===== src/hdl/dpac_pkg.sv =====
// Shared constants and types for the dual-port RAM port controller
package dpac_pkg;
   // -----------------------------------------------------------------
   // Clock and widths
   // -----------------------------------------------------------------
   localparam int CLK_NS = 100;
   localparam int ADDR_W = 15;
   localparam int DATA_W = 16;
   localparam int TMR_W  = 4;

   // -----------------------------------------------------------------
   // Device timing in ns (slowest grade), and derived cycle counts
   // -----------------------------------------------------------------
   localparam int ADDR_ACCESS_NS                 = 20;
   localparam int READ_CYCLE_NS                  = 20;
   localparam int WRITE_PULSE_NS                 = 15;
   localparam int DATA_SETUP_NS                  = 15;
   localparam int WRITE_PULSE_TO_DATA_NS         = 45;
   localparam int WRITE_DATA_TO_READ_NS          = 30;
   localparam int SLAVE_STROBE_HOLD_AFTER_REL_NS = 15;
   localparam int TOKEN_ADDRESS_ACCESS_NS        = 20;
   localparam int TOKEN_UPDATE_GAP_NS            = 10;
   localparam int TOKEN_WRITE_TO_READ_GAP_NS     = 5;
   localparam int RELEASE_TO_DATA_NS =
      (WRITE_PULSE_TO_DATA_NS - WRITE_PULSE_NS) > (WRITE_DATA_TO_READ_NS - DATA_SETUP_NS) ?
      (WRITE_PULSE_TO_DATA_NS - WRITE_PULSE_NS) : (WRITE_DATA_TO_READ_NS - DATA_SETUP_NS);
   localparam int TOKEN_GAP_NS = TOKEN_UPDATE_GAP_NS > TOKEN_WRITE_TO_READ_GAP_NS ?
                                 TOKEN_UPDATE_GAP_NS : TOKEN_WRITE_TO_READ_GAP_NS;

   localparam int ACCESS_CYC     = (ADDR_ACCESS_NS + CLK_NS - 1) / CLK_NS;
   localparam int PULSE_CYC      = (WRITE_PULSE_NS + DATA_SETUP_NS + CLK_NS - 1) / CLK_NS;
   localparam int HOLD_CYC       = (SLAVE_STROBE_HOLD_AFTER_REL_NS + CLK_NS - 1) / CLK_NS;
   localparam int REL_DATA_CYC   = (RELEASE_TO_DATA_NS + CLK_NS - 1) / CLK_NS;
   localparam int TOKEN_ACC_CYC  = (TOKEN_ADDRESS_ACCESS_NS + CLK_NS - 1) / CLK_NS;
   localparam int TOKEN_GAP_CYC  = (TOKEN_GAP_NS + CLK_NS - 1) / CLK_NS;
   localparam int RESUME_CYC     = (READ_CYCLE_NS + CLK_NS - 1) / CLK_NS + 1;

   // -----------------------------------------------------------------
   // Fields and encodings
   // -----------------------------------------------------------------
   localparam int TOKEN_IDX_W = 3;
   localparam int TOKEN_BIT   = 0;
   localparam int LANE_UPPER  = 1;
   localparam int LANE_LOWER  = 0;

   typedef enum logic [1:0] {
      DPAC_OP_RAM_READ    = 2'h0,
      DPAC_OP_RAM_WRITE   = 2'h1,
      DPAC_OP_TOKEN_READ  = 2'h2,
      DPAC_OP_TOKEN_WRITE = 2'h3
   } dpac_op_t;

   typedef enum logic [7:0] {
      DPAC_IDLE     = 8'h01,
      DPAC_SETUP    = 8'h02,
      DPAC_STROBE   = 8'h04,
      DPAC_WAITBUSY = 8'h08,
      DPAC_HOLD     = 8'h10,
      DPAC_RECOVER  = 8'h20,
      DPAC_STANDBY  = 8'h40,
      DPAC_RESUME   = 8'h80
   } dpac_state_t;
endpackage


===== src/hdl/dpac_tmr_if.sv =====
// Interface between the port sequencer and its cycle timer
`timescale 1ns/100ps
interface dpac_tmr_if;
   logic                          load;
   logic [dpac_pkg::TMR_W-1:0]    count;
   logic                          expired;
   modport ctl (output load, output count, input expired);
   modport tmr (input load, input count, output expired);
endinterface


===== src/hdl/dpac_timer.sv =====
// Down-counting cycle timer for pin sequencing
`timescale 1ns/100ps
module dpac_timer (
   input wire logic sys_clk,
   input wire logic rstn,
   dpac_tmr_if.tmr  tmr
);
   import dpac_pkg::*;

   typedef struct packed {
      logic [TMR_W-1:0] cnt;
   } dpac_tmr_t;

   dpac_tmr_t state_ff;
   dpac_tmr_t nxt_state;

   // A load of N makes the waiting state last N cycles
   always_comb begin
      nxt_state = state_ff;
      if (tmr.load) begin
         nxt_state.cnt = tmr.count;
      end else if (state_ff.cnt != '0) begin
         nxt_state.cnt = state_ff.cnt - 4'h1;
      end
   end

   always_ff @(posedge sys_clk or negedge rstn) begin
      if (!rstn) begin
         state_ff <= '0;
      end else begin
         state_ff <= nxt_state;
      end
   end

   // Expiry looks only at the count, so the sequencer's load cannot loop back into it
   assign tmr.expired = (state_ff.cnt <= 4'h1);
endmodule


===== src/hdl/dpac_mbox.sv =====
// Mailbox interrupt watcher for the port's interrupt pin
`timescale 1ns/100ps
module dpac_mbox (
   input  wire logic sys_clk,
   input  wire logic rstn,
   input  wire logic pin_int_n,
   output logic      mbox_pending,
   output logic      mbox_event
);
   import dpac_pkg::*;

   typedef struct packed {
      logic pending;
      logic event_p;
   } dpac_mbox_t;

   dpac_mbox_t state_ff;
   dpac_mbox_t nxt_state;

   // Pin is synchronous; set and clear are done by the device itself
   always_comb begin
      nxt_state         = state_ff;
      nxt_state.pending = !pin_int_n;
      nxt_state.event_p = !pin_int_n && !state_ff.pending;
   end

   always_ff @(posedge sys_clk or negedge rstn) begin
      if (!rstn) begin
         state_ff <= '0;
      end else begin
         state_ff <= nxt_state;
      end
   end

   assign mbox_pending = state_ff.pending;
   assign mbox_event   = state_ff.event_p;
endmodule


===== src/hdl/dpac_port_ctrl.sv =====
// Host-side port sequencer for one port of an asynchronous dual-port RAM
// -----------------------------------------------------------------
// Function
// Device flags loser low after address match
// Device releases flag after address mismatch
// Device flags port selected onto matching address
// Device releases flag when winner deselects
// Colliding accesses need priority setup spacing
// Slave strobe rises only after flag settles
// Slave strobe held low after flag release
// Blocked read data valid after release
// Release-to-data delay is a derived figure
// Deselect token between write and read
// Gap between token write and read
// Simultaneous token requests grant one side
// Token read data valid after address
// Array versus token select pin patterns
// Upper lane only uses upper lane select
// Strobe high during address change and reads
// Write needs select and lane low together
// Strobe length with output enable low
// Late select keeps outputs high impedance
// Never drive data while device drives
// Token reads toggle token select each time
// Standby holds select high, resume delayed
// Mailbox write raises owner interrupt
// Role pin chooses flag direction
// Token write uses data bit zero only
// Low three address bits pick token
// Losing master port write is inhibited
// Interrupt follows mailbox access promptly
// -----------------------------------------------------------------
`timescale 1ns/100ps
module dpac_port_ctrl #(
   parameter int AW = dpac_pkg::ADDR_W,
   parameter int DW = dpac_pkg::DATA_W
) (
   input  wire logic                 sys_clk,
   input  wire logic                 rstn,
   input  wire logic                 usr_req,
   input  wire dpac_pkg::dpac_op_t   usr_op,
   input  wire logic [AW-1:0]        usr_addr,
   input  wire logic [DW-1:0]        usr_wdata,
   input  wire logic [1:0]           usr_lane_en,
   input  wire logic                 usr_standby,
   output logic                      usr_ready,
   output logic                      usr_done,
   output logic [DW-1:0]             usr_rdata,
   output logic                      usr_blocked,
   output logic                      usr_token_won,
   output logic                      usr_mbox_pending,
   output logic                      usr_mbox_event,
   output logic [AW-1:0]             pin_addr,
   output logic                      pin_port_sel_n,
   output logic                      token_latch_select_n,
   output logic                      upper_lane_select_n,
   output logic                      lower_lane_select_n,
   output logic                      pin_write_n,
   output logic                      pin_out_en_n,
   input  wire logic [DW-1:0]        pin_dq_in,
   output logic [DW-1:0]             pin_dq_out,
   output logic                      pin_dq_oe,
   input  wire logic                 pin_contention_n,
   input  wire logic                 pin_int_n
);
   import dpac_pkg::*;

   // -----------------------------------------------------------------
   // State
   // -----------------------------------------------------------------
   typedef struct packed {
      dpac_state_t   st;
      logic          write_op;
      logic          token_op;
      logic [AW-1:0] addr;
      logic          port_sel_n;
      logic          token_n;
      logic          upper_n;
      logic          lower_n;
      logic          write_n;
      logic          out_en_n;
      logic [DW-1:0] dq;
      logic          dq_oe;
      logic [DW-1:0] rdata;
      logic          done;
      logic          blocked;
      logic          token_won;
   } dpac_main_t;

   dpac_main_t state_ff;
   dpac_main_t nxt_state;

   dpac_tmr_if tmr_bus ();

   dpac_timer u_timer (
      .sys_clk (sys_clk),
      .rstn    (rstn),
      .tmr     (tmr_bus.tmr)
   );

   dpac_mbox u_mbox (
      .sys_clk      (sys_clk),
      .rstn         (rstn),
      .pin_int_n    (pin_int_n),
      .mbox_pending (usr_mbox_pending),
      .mbox_event   (usr_mbox_event)
   );

   // -----------------------------------------------------------------
   // Sequencer
   // -----------------------------------------------------------------
   always_comb begin
      nxt_state     = state_ff;
      nxt_state.done = 1'b0;
      tmr_bus.load  = 1'b0;
      tmr_bus.count = '0;
      unique case (state_ff.st)
         DPAC_IDLE: begin
            if (usr_standby) begin
               nxt_state.st = DPAC_STANDBY;
            end else if (usr_req) begin
               // Strobe stays high while the address moves; see
               nxt_state.write_op = usr_op[0];
               nxt_state.token_op = usr_op[1];
               nxt_state.write_n  = 1'b1;
               nxt_state.blocked  = 1'b0;
               nxt_state.st       = DPAC_SETUP;
               if (usr_op[1]) begin
                  // Only the low bits matter for a token; see
                  nxt_state.addr = '0;
                  nxt_state.addr[TOKEN_IDX_W-1:0] = usr_addr[TOKEN_IDX_W-1:0];
                  // Token pattern: port select high, token select low; see
                  nxt_state.port_sel_n = 1'b1;
                  nxt_state.token_n    = 1'b0;
                  // A lane must be low for the token write to land; see
                  nxt_state.upper_n    = 1'b0;
                  nxt_state.lower_n    = 1'b0;
                  // Request is a zero, release is a one, on bit zero; see
                  nxt_state.dq = '0;
                  nxt_state.dq[TOKEN_BIT] = usr_wdata[TOKEN_BIT];
               end else begin
                  nxt_state.addr       = usr_addr;
                  // Array pattern, upper-only when just that lane is asked; see
                  nxt_state.port_sel_n = 1'b0;
                  nxt_state.token_n    = 1'b1;
                  nxt_state.upper_n    = !usr_lane_en[LANE_UPPER];
                  nxt_state.lower_n    = !usr_lane_en[LANE_LOWER];
                  if (usr_lane_en == 2'h0) begin
                     nxt_state.upper_n = 1'b0;
                     nxt_state.lower_n = 1'b0;
                  end
                  nxt_state.dq = usr_wdata;
               end
            end
         end
         DPAC_SETUP: begin
            // Selects fall a cycle before the strobe, so a read never starts late; see
            nxt_state.out_en_n = state_ff.write_op;
            tmr_bus.load  = 1'b1;
            if (state_ff.write_op) begin
               // Output enable stays high in writes; the strobe is timed from write pulse plus data setup; see
               tmr_bus.count = TMR_W'(PULSE_CYC);
               nxt_state.write_n = 1'b0;
               // Device outputs are off because output enable is high; see
               nxt_state.dq_oe   = 1'b1;
            end else begin
               tmr_bus.count = state_ff.token_op ? TMR_W'(TOKEN_ACC_CYC) : TMR_W'(ACCESS_CYC);
            end
            nxt_state.st = DPAC_STROBE;
         end
         DPAC_STROBE: begin
            if (tmr_bus.expired) begin
               if (!pin_contention_n && !state_ff.token_op) begin
                  // Lost arbitration: keep the cycle open until release; see
                  nxt_state.blocked = 1'b1;
                  nxt_state.st      = DPAC_WAITBUSY;
               end else begin
                  nxt_state.rdata    = state_ff.write_op ? state_ff.rdata : pin_dq_in;
                  nxt_state.token_won = state_ff.token_op && !state_ff.write_op ?
                                        !pin_dq_in[TOKEN_BIT] : state_ff.token_won;
                  nxt_state.st       = DPAC_RECOVER;
               end
            end
         end
         DPAC_WAITBUSY: begin
            if (pin_contention_n) begin
               tmr_bus.load  = 1'b1;
               // Hold the strobe after release, or wait for blocked data; see
               tmr_bus.count = state_ff.write_op ? TMR_W'(HOLD_CYC) : TMR_W'(REL_DATA_CYC);
               nxt_state.st  = DPAC_HOLD;
            end
         end
         DPAC_HOLD: begin
            if (tmr_bus.expired) begin
               nxt_state.rdata = state_ff.write_op ? state_ff.rdata : pin_dq_in;
               nxt_state.st    = DPAC_RECOVER;
            end
         end
         DPAC_STANDBY: begin
            if (!usr_standby) begin
               tmr_bus.load  = 1'b1;
               // Resume only after more than one read cycle; see
               tmr_bus.count = TMR_W'(RESUME_CYC);
               nxt_state.st  = DPAC_RESUME;
            end
         end
         DPAC_RESUME: begin
            if (tmr_bus.expired) begin
               nxt_state.st = DPAC_IDLE;
            end
         end
         DPAC_RECOVER: begin
            if (tmr_bus.expired) begin
               nxt_state.st = DPAC_IDLE;
            end
         end
      endcase
      // Closing a cycle: everything deselected and the gap timed; see
      if (nxt_state.st == DPAC_RECOVER && state_ff.st != DPAC_RECOVER) begin
         nxt_state.write_n    = 1'b1;
         nxt_state.out_en_n   = 1'b1;
         nxt_state.dq_oe      = 1'b0;
         nxt_state.port_sel_n = 1'b1;
         nxt_state.token_n    = 1'b1;
         nxt_state.upper_n    = 1'b1;
         nxt_state.lower_n    = 1'b1;
         nxt_state.done       = 1'b1;
         tmr_bus.load         = 1'b1;
         tmr_bus.count        = TMR_W'(TOKEN_GAP_CYC);
      end
   end

   always_ff @(posedge sys_clk or negedge rstn) begin
      if (!rstn) begin
         state_ff            <= '0;
         state_ff.st         <= DPAC_IDLE;
         state_ff.port_sel_n <= 1'b1;
         state_ff.token_n    <= 1'b1;
         state_ff.upper_n    <= 1'b1;
         state_ff.lower_n    <= 1'b1;
         state_ff.write_n    <= 1'b1;
         state_ff.out_en_n   <= 1'b1;
      end else begin
         state_ff <= nxt_state;
      end
   end

   // -----------------------------------------------------------------
   // Outputs
   // -----------------------------------------------------------------
   // Both ports must space colliding accesses; only the system can do that; see
   assign usr_ready            = (state_ff.st == DPAC_IDLE) && !usr_standby;
   assign usr_done             = state_ff.done;
   assign usr_rdata            = state_ff.rdata;
   assign usr_blocked          = state_ff.blocked;
   assign usr_token_won        = state_ff.token_won;
   assign pin_addr             = state_ff.addr;
   assign pin_port_sel_n       = state_ff.port_sel_n;
   assign token_latch_select_n = state_ff.token_n;
   assign upper_lane_select_n  = state_ff.upper_n;
   assign lower_lane_select_n  = state_ff.lower_n;
   assign pin_write_n          = state_ff.write_n;
   assign pin_out_en_n         = state_ff.out_en_n;
   assign pin_dq_out           = state_ff.dq;
   assign pin_dq_oe            = state_ff.dq_oe;

   // -----------------------------------------------------------------
   // Checks
   // -----------------------------------------------------------------
   AST_ADDR_STROBE_HIGH: assert property (@(posedge sys_clk) disable iff (!rstn)
      $changed(pin_addr) |-> pin_write_n && $past(pin_write_n))
      else $error("Address moved with write strobe low");
   AST_ARRAY_PATTERN: assert property (@(posedge sys_clk) disable iff (!rstn)
      !pin_port_sel_n |-> token_latch_select_n && !(upper_lane_select_n && lower_lane_select_n))
      else $error("Array access with bad select pattern");
   AST_TOKEN_PATTERN: assert property (@(posedge sys_clk) disable iff (!rstn)
      !token_latch_select_n |-> pin_port_sel_n && (pin_addr >> TOKEN_IDX_W) == '0)
      else $error("Token access with port select low");
   AST_UPPER_ONLY: assert property (@(posedge sys_clk) disable iff (!rstn)
      usr_ready && usr_req && usr_op == DPAC_OP_RAM_WRITE && usr_lane_en == 2'h2
      |=> !upper_lane_select_n && lower_lane_select_n && !pin_port_sel_n)
      else $error("Upper lane access not upper only");
   AST_NO_DRIVE_CLASH: assert property (@(posedge sys_clk) disable iff (!rstn)
      (pin_dq_oe || !pin_write_n) |-> pin_out_en_n)
      else $error("Data driven while device may drive");
   AST_STROBE_BUSY: assert property (@(posedge sys_clk) disable iff (!rstn)
      !pin_contention_n && !pin_write_n && state_ff.st != DPAC_STROBE |=> !pin_write_n)
      else $error("Write strobe rose while flag active");
   AST_STROBE_HOLD: assert property (@(posedge sys_clk) disable iff (!rstn)
      state_ff.st == DPAC_WAITBUSY && pin_contention_n && state_ff.write_op
      |=> !pin_write_n [*1] ##1 pin_write_n)
      else $error("Write strobe not held after flag release");
   AST_TOKEN_GAP: assert property (@(posedge sys_clk) disable iff (!rstn)
      $rose(token_latch_select_n) |=> token_latch_select_n)
      else $error("Token select not held off between accesses");
   AST_STANDBY: assert property (@(posedge sys_clk) disable iff (!rstn)
      state_ff.st == DPAC_STANDBY |-> pin_port_sel_n && token_latch_select_n ##1
      (state_ff.st != DPAC_IDLE))
      else $error("Standby left without resume wait");
endmodule


===== config.mk =====
export PLATFORM = sky130hd
export DESIGN_NAME = dpac_port_ctrl
export DESIGN_NICKNAME = d
export VERILOG_FILES = /design/src/hdl/dpac_pkg.sv /design/src/hdl/dpac_tmr_if.sv /design/src/hdl/dpac_timer.sv /design/src/hdl/dpac_mbox.sv /design/src/hdl/dpac_port_ctrl.sv
export SDC_FILE = /design/constraint.sdc
export NUM_CORES = 1
export LEC_CHECK = 0
export BUFFER_PORTS_ARGS = -buffer_cell sky130_fd_sc_hd__buf_2
export CAP_MARGIN = 40
export CORE_MARGIN = 3
export CORE_UTILIZATION = 38
export DETAILED_ROUTE_END_ITERATION = 6
export GPL_ROUTABILITY_DRIVEN = 0
export PLACE_DENSITY = 0.73
export SLEW_MARGIN = 20
export SYNTH_ARGS = -nofsm -noshare
export SYNTH_HDL_FRONTEND = slang
export SYNTH_HIERARCHICAL = 1
export SYNTH_SLANG_ARGS = --single-unit

===== constraint.sdc =====
create_clock -name sys_clk -period 3.2 [get_ports sys_clk]
set_clock_uncertainty 0.15 [all_clocks]
set_input_delay 0 -clock sys_clk [delete_from_list [all_inputs] [get_ports sys_clk]]
set_output_delay 0 -clock sys_clk [all_outputs]
set_load 0.01 [all_outputs]

# Word level (Yosys, flattened, before mapping)
# Index checks and enable logic that the tools add are counted.
# totals
register_bits,73
output_inout_bits,60
wordCells,119
input_bits,57
# classes
muxes,44
add_sub_neg,1
eq_ne,20
order_cmp,1
bitwise_logic,2
reduce_logical,32
# op_table
operator,count
16-bit two-way mux,5
8-bit case mux with 7 select lines,1
8-bit two-way mux,6
16-bit case mux with 2 select lines,1
30-bit two-way mux,1
19-bit two-way mux,1
"8-bit by 6-bit equality test with 1-bit output, second input constant",2
4-bit two-way mux,4
1-bit two-way mux,15
2-bit nonzero test,7
6-bit two-way mux,2
"2-bit inequality test, second input constant",6
4-bit AND reduction,3
1-bit logical NOT,9
"3-bit inequality test, second input constant",3
"8-bit by 1-bit equality test with 1-bit output, second input constant",1
"8-bit by 2-bit equality test with 1-bit output, second input constant",1
"8-bit by 3-bit equality test with 1-bit output, second input constant",1
"8-bit by 4-bit equality test with 1-bit output, second input constant",1
"8-bit by 5-bit equality test with 1-bit output, second input constant",1
"8-bit by 7-bit equality test with 1-bit output, second input constant",1
"8-bit equality test, second input constant",1
"8-bit by 6-bit inequality test with 1-bit output, second input constant",1
2-bit two-way mux,3
16 further kinds,23

# Depth between registers and ports, before layout
# depth
ltp_word,10
depth_mapped,12

# Hierarchy
# Netlist, hierarchy kept.
# by_module_without_submodules
mod,instances,seq_area_each_um2,cells_per_inst,area_each_um2
dpac_port_ctrl,1,1685.4,353,3552.2
dpac_timer,1,100.1,25,254.0
dpac_mbox,1,50.0,4,57.6

# Worst setup path before layout
# No wires, ideal clock.
# synth_timing
path_kind,register to register
startpoint,reg u_timer/state_ff[0] (netlist bit)
endpoint,reg u_timer/state_ff[3] (netlist bit)
setup_slack_ns,0.592
stages_incl_launch_ff,13
period_less_slack_ns,2.608
required_ns,2.924
setup_ns,0.126
arrival_time_ns,2.332
path_cell_list,dfrtp_1 > inv_1 > ha_1 > nor2_1 > nor3_1 > clkbuf_1 > inv_1 > nor2_2 > nand3_2 > nand4b_1 > clkbuf_1 > nor3_1 > a221o_1
# synth_via
elab_chain_len,7
elab_cells_between_ends,13
# synth_rtl
item,line,source
start: declaration,dpac_timer.sv:14,dpac_tmr_t state_ff;
start signal: assignment,dpac_timer.sv:31,state_ff <= nxt_state;
4-bit by 1-bit <= comparator with 1-bit output *,dpac_timer.sv:36,assign tmr.expired = (state_ff.cnt <= 4'h1);
via tmr_bus.expired,dpac_tmr_if.sv:6,logic expired;
8-bit two-way mux (on tied branches),--,
8-bit case mux with 7 select lines *,dpac_port_ctrl.sv:117,unique case (state_ff.st)
8-bit by 6-bit equality test with 1-bit output *,dpac_port_ctrl.sv:219,if (nxt_state.st == DPAC_RECOVER && state_ff.st != DPAC_RECOVER) begin
1-bit logical AND *,dpac_port_ctrl.sv:219,
1-bit two-way mux *,dpac_port_ctrl.sv:219,
via tmr_bus.load,dpac_tmr_if.sv:4,logic load;
4-bit two-way mux or 2-bit nonzero test (tied branches),--,
# Mark *: on every way through the listed nets, which the timed path passes. The rest lies on a longest branch. The select of a mux whose other input is x is not followed.
# A chain may end at the register's enable or synchronous reset.

# Worst setup path in the final report
# layout_timing
startpoint,reg state_ff[61] (netlist bit)
endpoint,"reg state_ff, in the netlist lower_lane_select_n"
# layout_via
elab_chain_len,7
elab_cells_between_ends,25
# layout_rtl
item,line,source
start: declaration,dpac_port_ctrl.sv:90,dpac_main_t state_ff;
start signal: assignment,dpac_port_ctrl.sv:244,state_ff <= nxt_state;
"8-bit by 6-bit equality test with 1-bit output, or another cell as far along",dpac_port_ctrl.sv:117,
2-bit OR reduction (no source line) or 8-bit two-way mux (tied branches),--,
8-bit case mux with 7 select lines,dpac_port_ctrl.sv:117,
8-bit by 6-bit equality test with 1-bit output,dpac_port_ctrl.sv:219,
1-bit logical AND,dpac_port_ctrl.sv:219,
2-bit by 1-bit inequality test with 1-bit output (no source line) or 2-bit nonzero test (tied branches),--,
3-bit AND reduction (no source line),--,
# Several ways; a longest one is shown, not always the timed one. The select of a mux whose other input is x is not followed.

==> flow_summary.ini <==
[run_status]
status = finished, final reports clean

[worst_setup_path]
cp-start-kind = register
required_ns = 3.32
cpMaxStageDelayCell = or4b_1
cp_max_fo = 14
crit_path_end_kind = register
critical_path_class = register to register
worstPathArrival_ns = 2.95
slowest_delay_ns = 0.56
crit_path_cell_trace = nor4_2, nand4_1, or4b_1, dlygate4sd3_1, nand3_1

[timing]
worstMarginPinSlew_ns = 0.521
grt_setup_unrepaired = no
final.period_utilization_pct = 88.5
min_period_ns = 2.83
relSlewSlack_pct = 65.2
fmax_mhz = 353
setup_viol = 0
final.setup.tns_ns = 0
hold_viol_final = 0
slew_viol_final = 0

[clocking]
cts_tree = yes
clock_sinks = 73
clock-root-buffer = clkbuf_8
clock_latency_ns = 0.34
clk_pin_slew_ns = 0.07
cts_setup_buffers = 0
cts_buffers = 9
cts_max_path_buffers = 2
cts_resized = 0
ctsHtreeMaxLevel = 3

[synth]
synth_cell_type_count = 59
synth_edf_count = 0
ys.warnings.count = 6
seq_area_frac_synth_pct = 47.5
synth_ff_type = dfrtp_1
ys_ff_latch = 73
syn_area_mm2 = 0.00386
syn_area_per_cell_um2 = 10.1
synthCells = 382
synthArstFlopShare_pct = 100

[global_routing]
grt_overflow = 0
grt_util_all_layers_pct = 16.3
grt_pass1_vias = 3121
antenna_found_initial = 0
grt_pass1_wl_um = 14900
grt_max_degree = 51

[placement]
hpwl_um = 6080
port-buffer-count = 116

[floorplan]
die_area_mm2 = 0.0114
die_h_um = 107
core_mm2 = 0.00982
die_w_um = 107
rows = 36
initial_core_util_pct = 39.3
ios = 117

[route]
ant_nets = 0
drt_first_pass_iters = 4
route.vias.total = 3101
drcViolationCount = 0
routedWlPerCell_um = 14.0
drtIter0Drc = 192
routed_wirelength_um = 8980
drt-vias-per-instance = 4.83

[power_and_ir_drop]
p_leak_nw = 2.40
p_per_area_mw_per_mm2 = 666
ir_worst_vdd_mv = 0.274
p_switching_mw = 1.16
netSwitchingFraction_pct = 34.9
p_seq_share_pct = 41.7
total_power_mw = 3.33
internal-power_mw = 2.16
power_frac_comb_pct = 37.6
p_clk_share_pct = 20.7

[min_path]
hold_class = input pin to async pin

[final_layout]
antenna_cells = 0
mostFrequentLayoutCells = buf_2 (116), dfrtp_1 (66), nand2_1 (65)
nets = 564
nFillCells = 917
drive_gt1_share_pct = 36.0
area_delta_synth_final_pct = 29.2
layout_commonest_cell = buf_2

[run]
cap_violations = 0
cell usage after synthesis (all sizes together) (6+ instances only):
cell type	n	area share, %
dfrtp	66	43
nand2	65	6.3
buf	56	11
o21ai	37	4.8
mux2	23	7.7
clkbuf	15	1.5
inv	12	1.2
nand3	8	1.3
dfstp	7	4.8
nor2	7	0.81
nor3	7	0.91
nor3b	6	1.5
worst max-delay path, delay by kind of cell, from the launching register on:
family / cells / cell delay (ns)
AND/OR/NAND/NOR: 4 / 1.54
buffers and inverters: 1 / 0.56
flip-flops: 1 / 0.51
through the flow:
step                      hold WS [ns]  area [um2]  std cells  util, %  setup WS (ns)
final                           0.0386        4990        642     50.9          0.366
after global placement          0.0107        4170        565     42.5          0.618
after CTS                       0.0286        5000        642     50.9          0.339
after detailed placement        -0.217        4210        567     42.9          0.499
after global routing            0.0329        4990        642     50.9          0.164
after floorplan                 -0.446        3870        383        -          0.592
layer usage:
| layer | wire length, um | GRT usage [%] | vias up | part of all wire [%] |
|---|---|---|---|---|
| met1 | 3710 | 19.5 | 1464 | 41 |
| met2 | 4560 | 28.0 | 112 | 51 |
| met3 | 534 | 5.18 | 14 | 5.9 |
| met4 | 173 | 5.21 | 0 | 1.9 |
| li1 | - | - | 1511 | - |
| met5 | 0 | 0 | - | 0 |
power by group through the flow:
| stage | combinational, mW | clock, mW | sequential, mW |
|---|---|---|---|
| 2_1_floorplan | 1.02 | 0 | 1.34 |
| 3_3_place_gp | 1.14 | 0 | 1.38 |
| 3_5_place_dp | 1.19 | 0 | 1.40 |
| 4_1_cts | 1.25 | 0.720 | 1.39 |
| 5_1_grt | 1.37 | 0.755 | 1.42 |
| 6_report | 1.25 | 0.689 | 1.39 |
cell families (layout without fill, tap and decap cells):
group | Yosys count | in the layout | share of synthesized area (%)
buf+inv | 83 | 209 | 13.5
xor+xnor | 2 | 2 | 0.453
other cells | 1 | 2 | 0.0971
simple gates | 131 | 131 | 19.0
mux | 25 | 25 | 8.19
compound gates | 65 | 65 | 10.6
flops | 73 | 73 | 47.5
fa+ha+maj | 2 | 2 | 0.648
state kept, by name (all words and copies together), names as in the netlist:
| signal | cells |
|---|---|
| usr_blocked | 1 |
| u_timer/state_ff | 4 |
| pin_out_en_n | 1 |
| token_latch_select_n | 1 |
| pin_write_n | 1 |
| lower_lane_select_n | 1 |
| state_ff | 10 |
| pin_dq_oe | 1 |
| pin_addr | 15 |
| usr_rdata | 16 |
| usr_token_won | 1 |
| upper_lane_select_n | 1 |
| u_mbox/mbox_event | 1 |
| pin_dq_out | 16 |
| pin_port_sel_n | 1 |
| usr_done | 1 |
| u_mbox/mbox_pending | 1 |
final timing paths:
kind                            slack (ns)                 from             endpoint  cells after the start
min in group sys_clk                  0.22            pin_int_n    u_mbox/mbox_event                      3
worst min register to register        0.29  u_mbox/mbox_pending    u_mbox/mbox_event                      1
max in group asynchronous             2.36                 rstn         state_ff[65]                      3
worst min-delay path                  0.04                 rstn         state_ff[59]                      2
worst max-delay path                  0.37         state_ff[61]  lower_lane_select_n                      5
worst max register to register        0.37         state_ff[61]  lower_lane_select_n                      5
timing repair:
| item | 4_1_cts | 5_1_grt |
|---|---|---|
| hold endpoints to repair | 132 | 0 |
| setup endpoints to repair | 0 | 0 |
| hold buffers | 60 | 0 |
layout make-up:
| type | count | area, um2 | share of cell area, % |
|---|---|---|---|
| clock buffer | 10 | 128 | 2.56 |
| sequential | 73 | 1840 | 36.8 |
| inverter | 12 | 45.0 | 0.902 |
| clock inverter | 5 | 57.6 | 1.15 |
| tap | 133 | 166 | 3.33 |
| multi-input combinational | 227 | 1510 | 30.2 |
| timing repair buffer | 182 | 1250 | 25.1 |
Power figures use the tool's default switching activity.
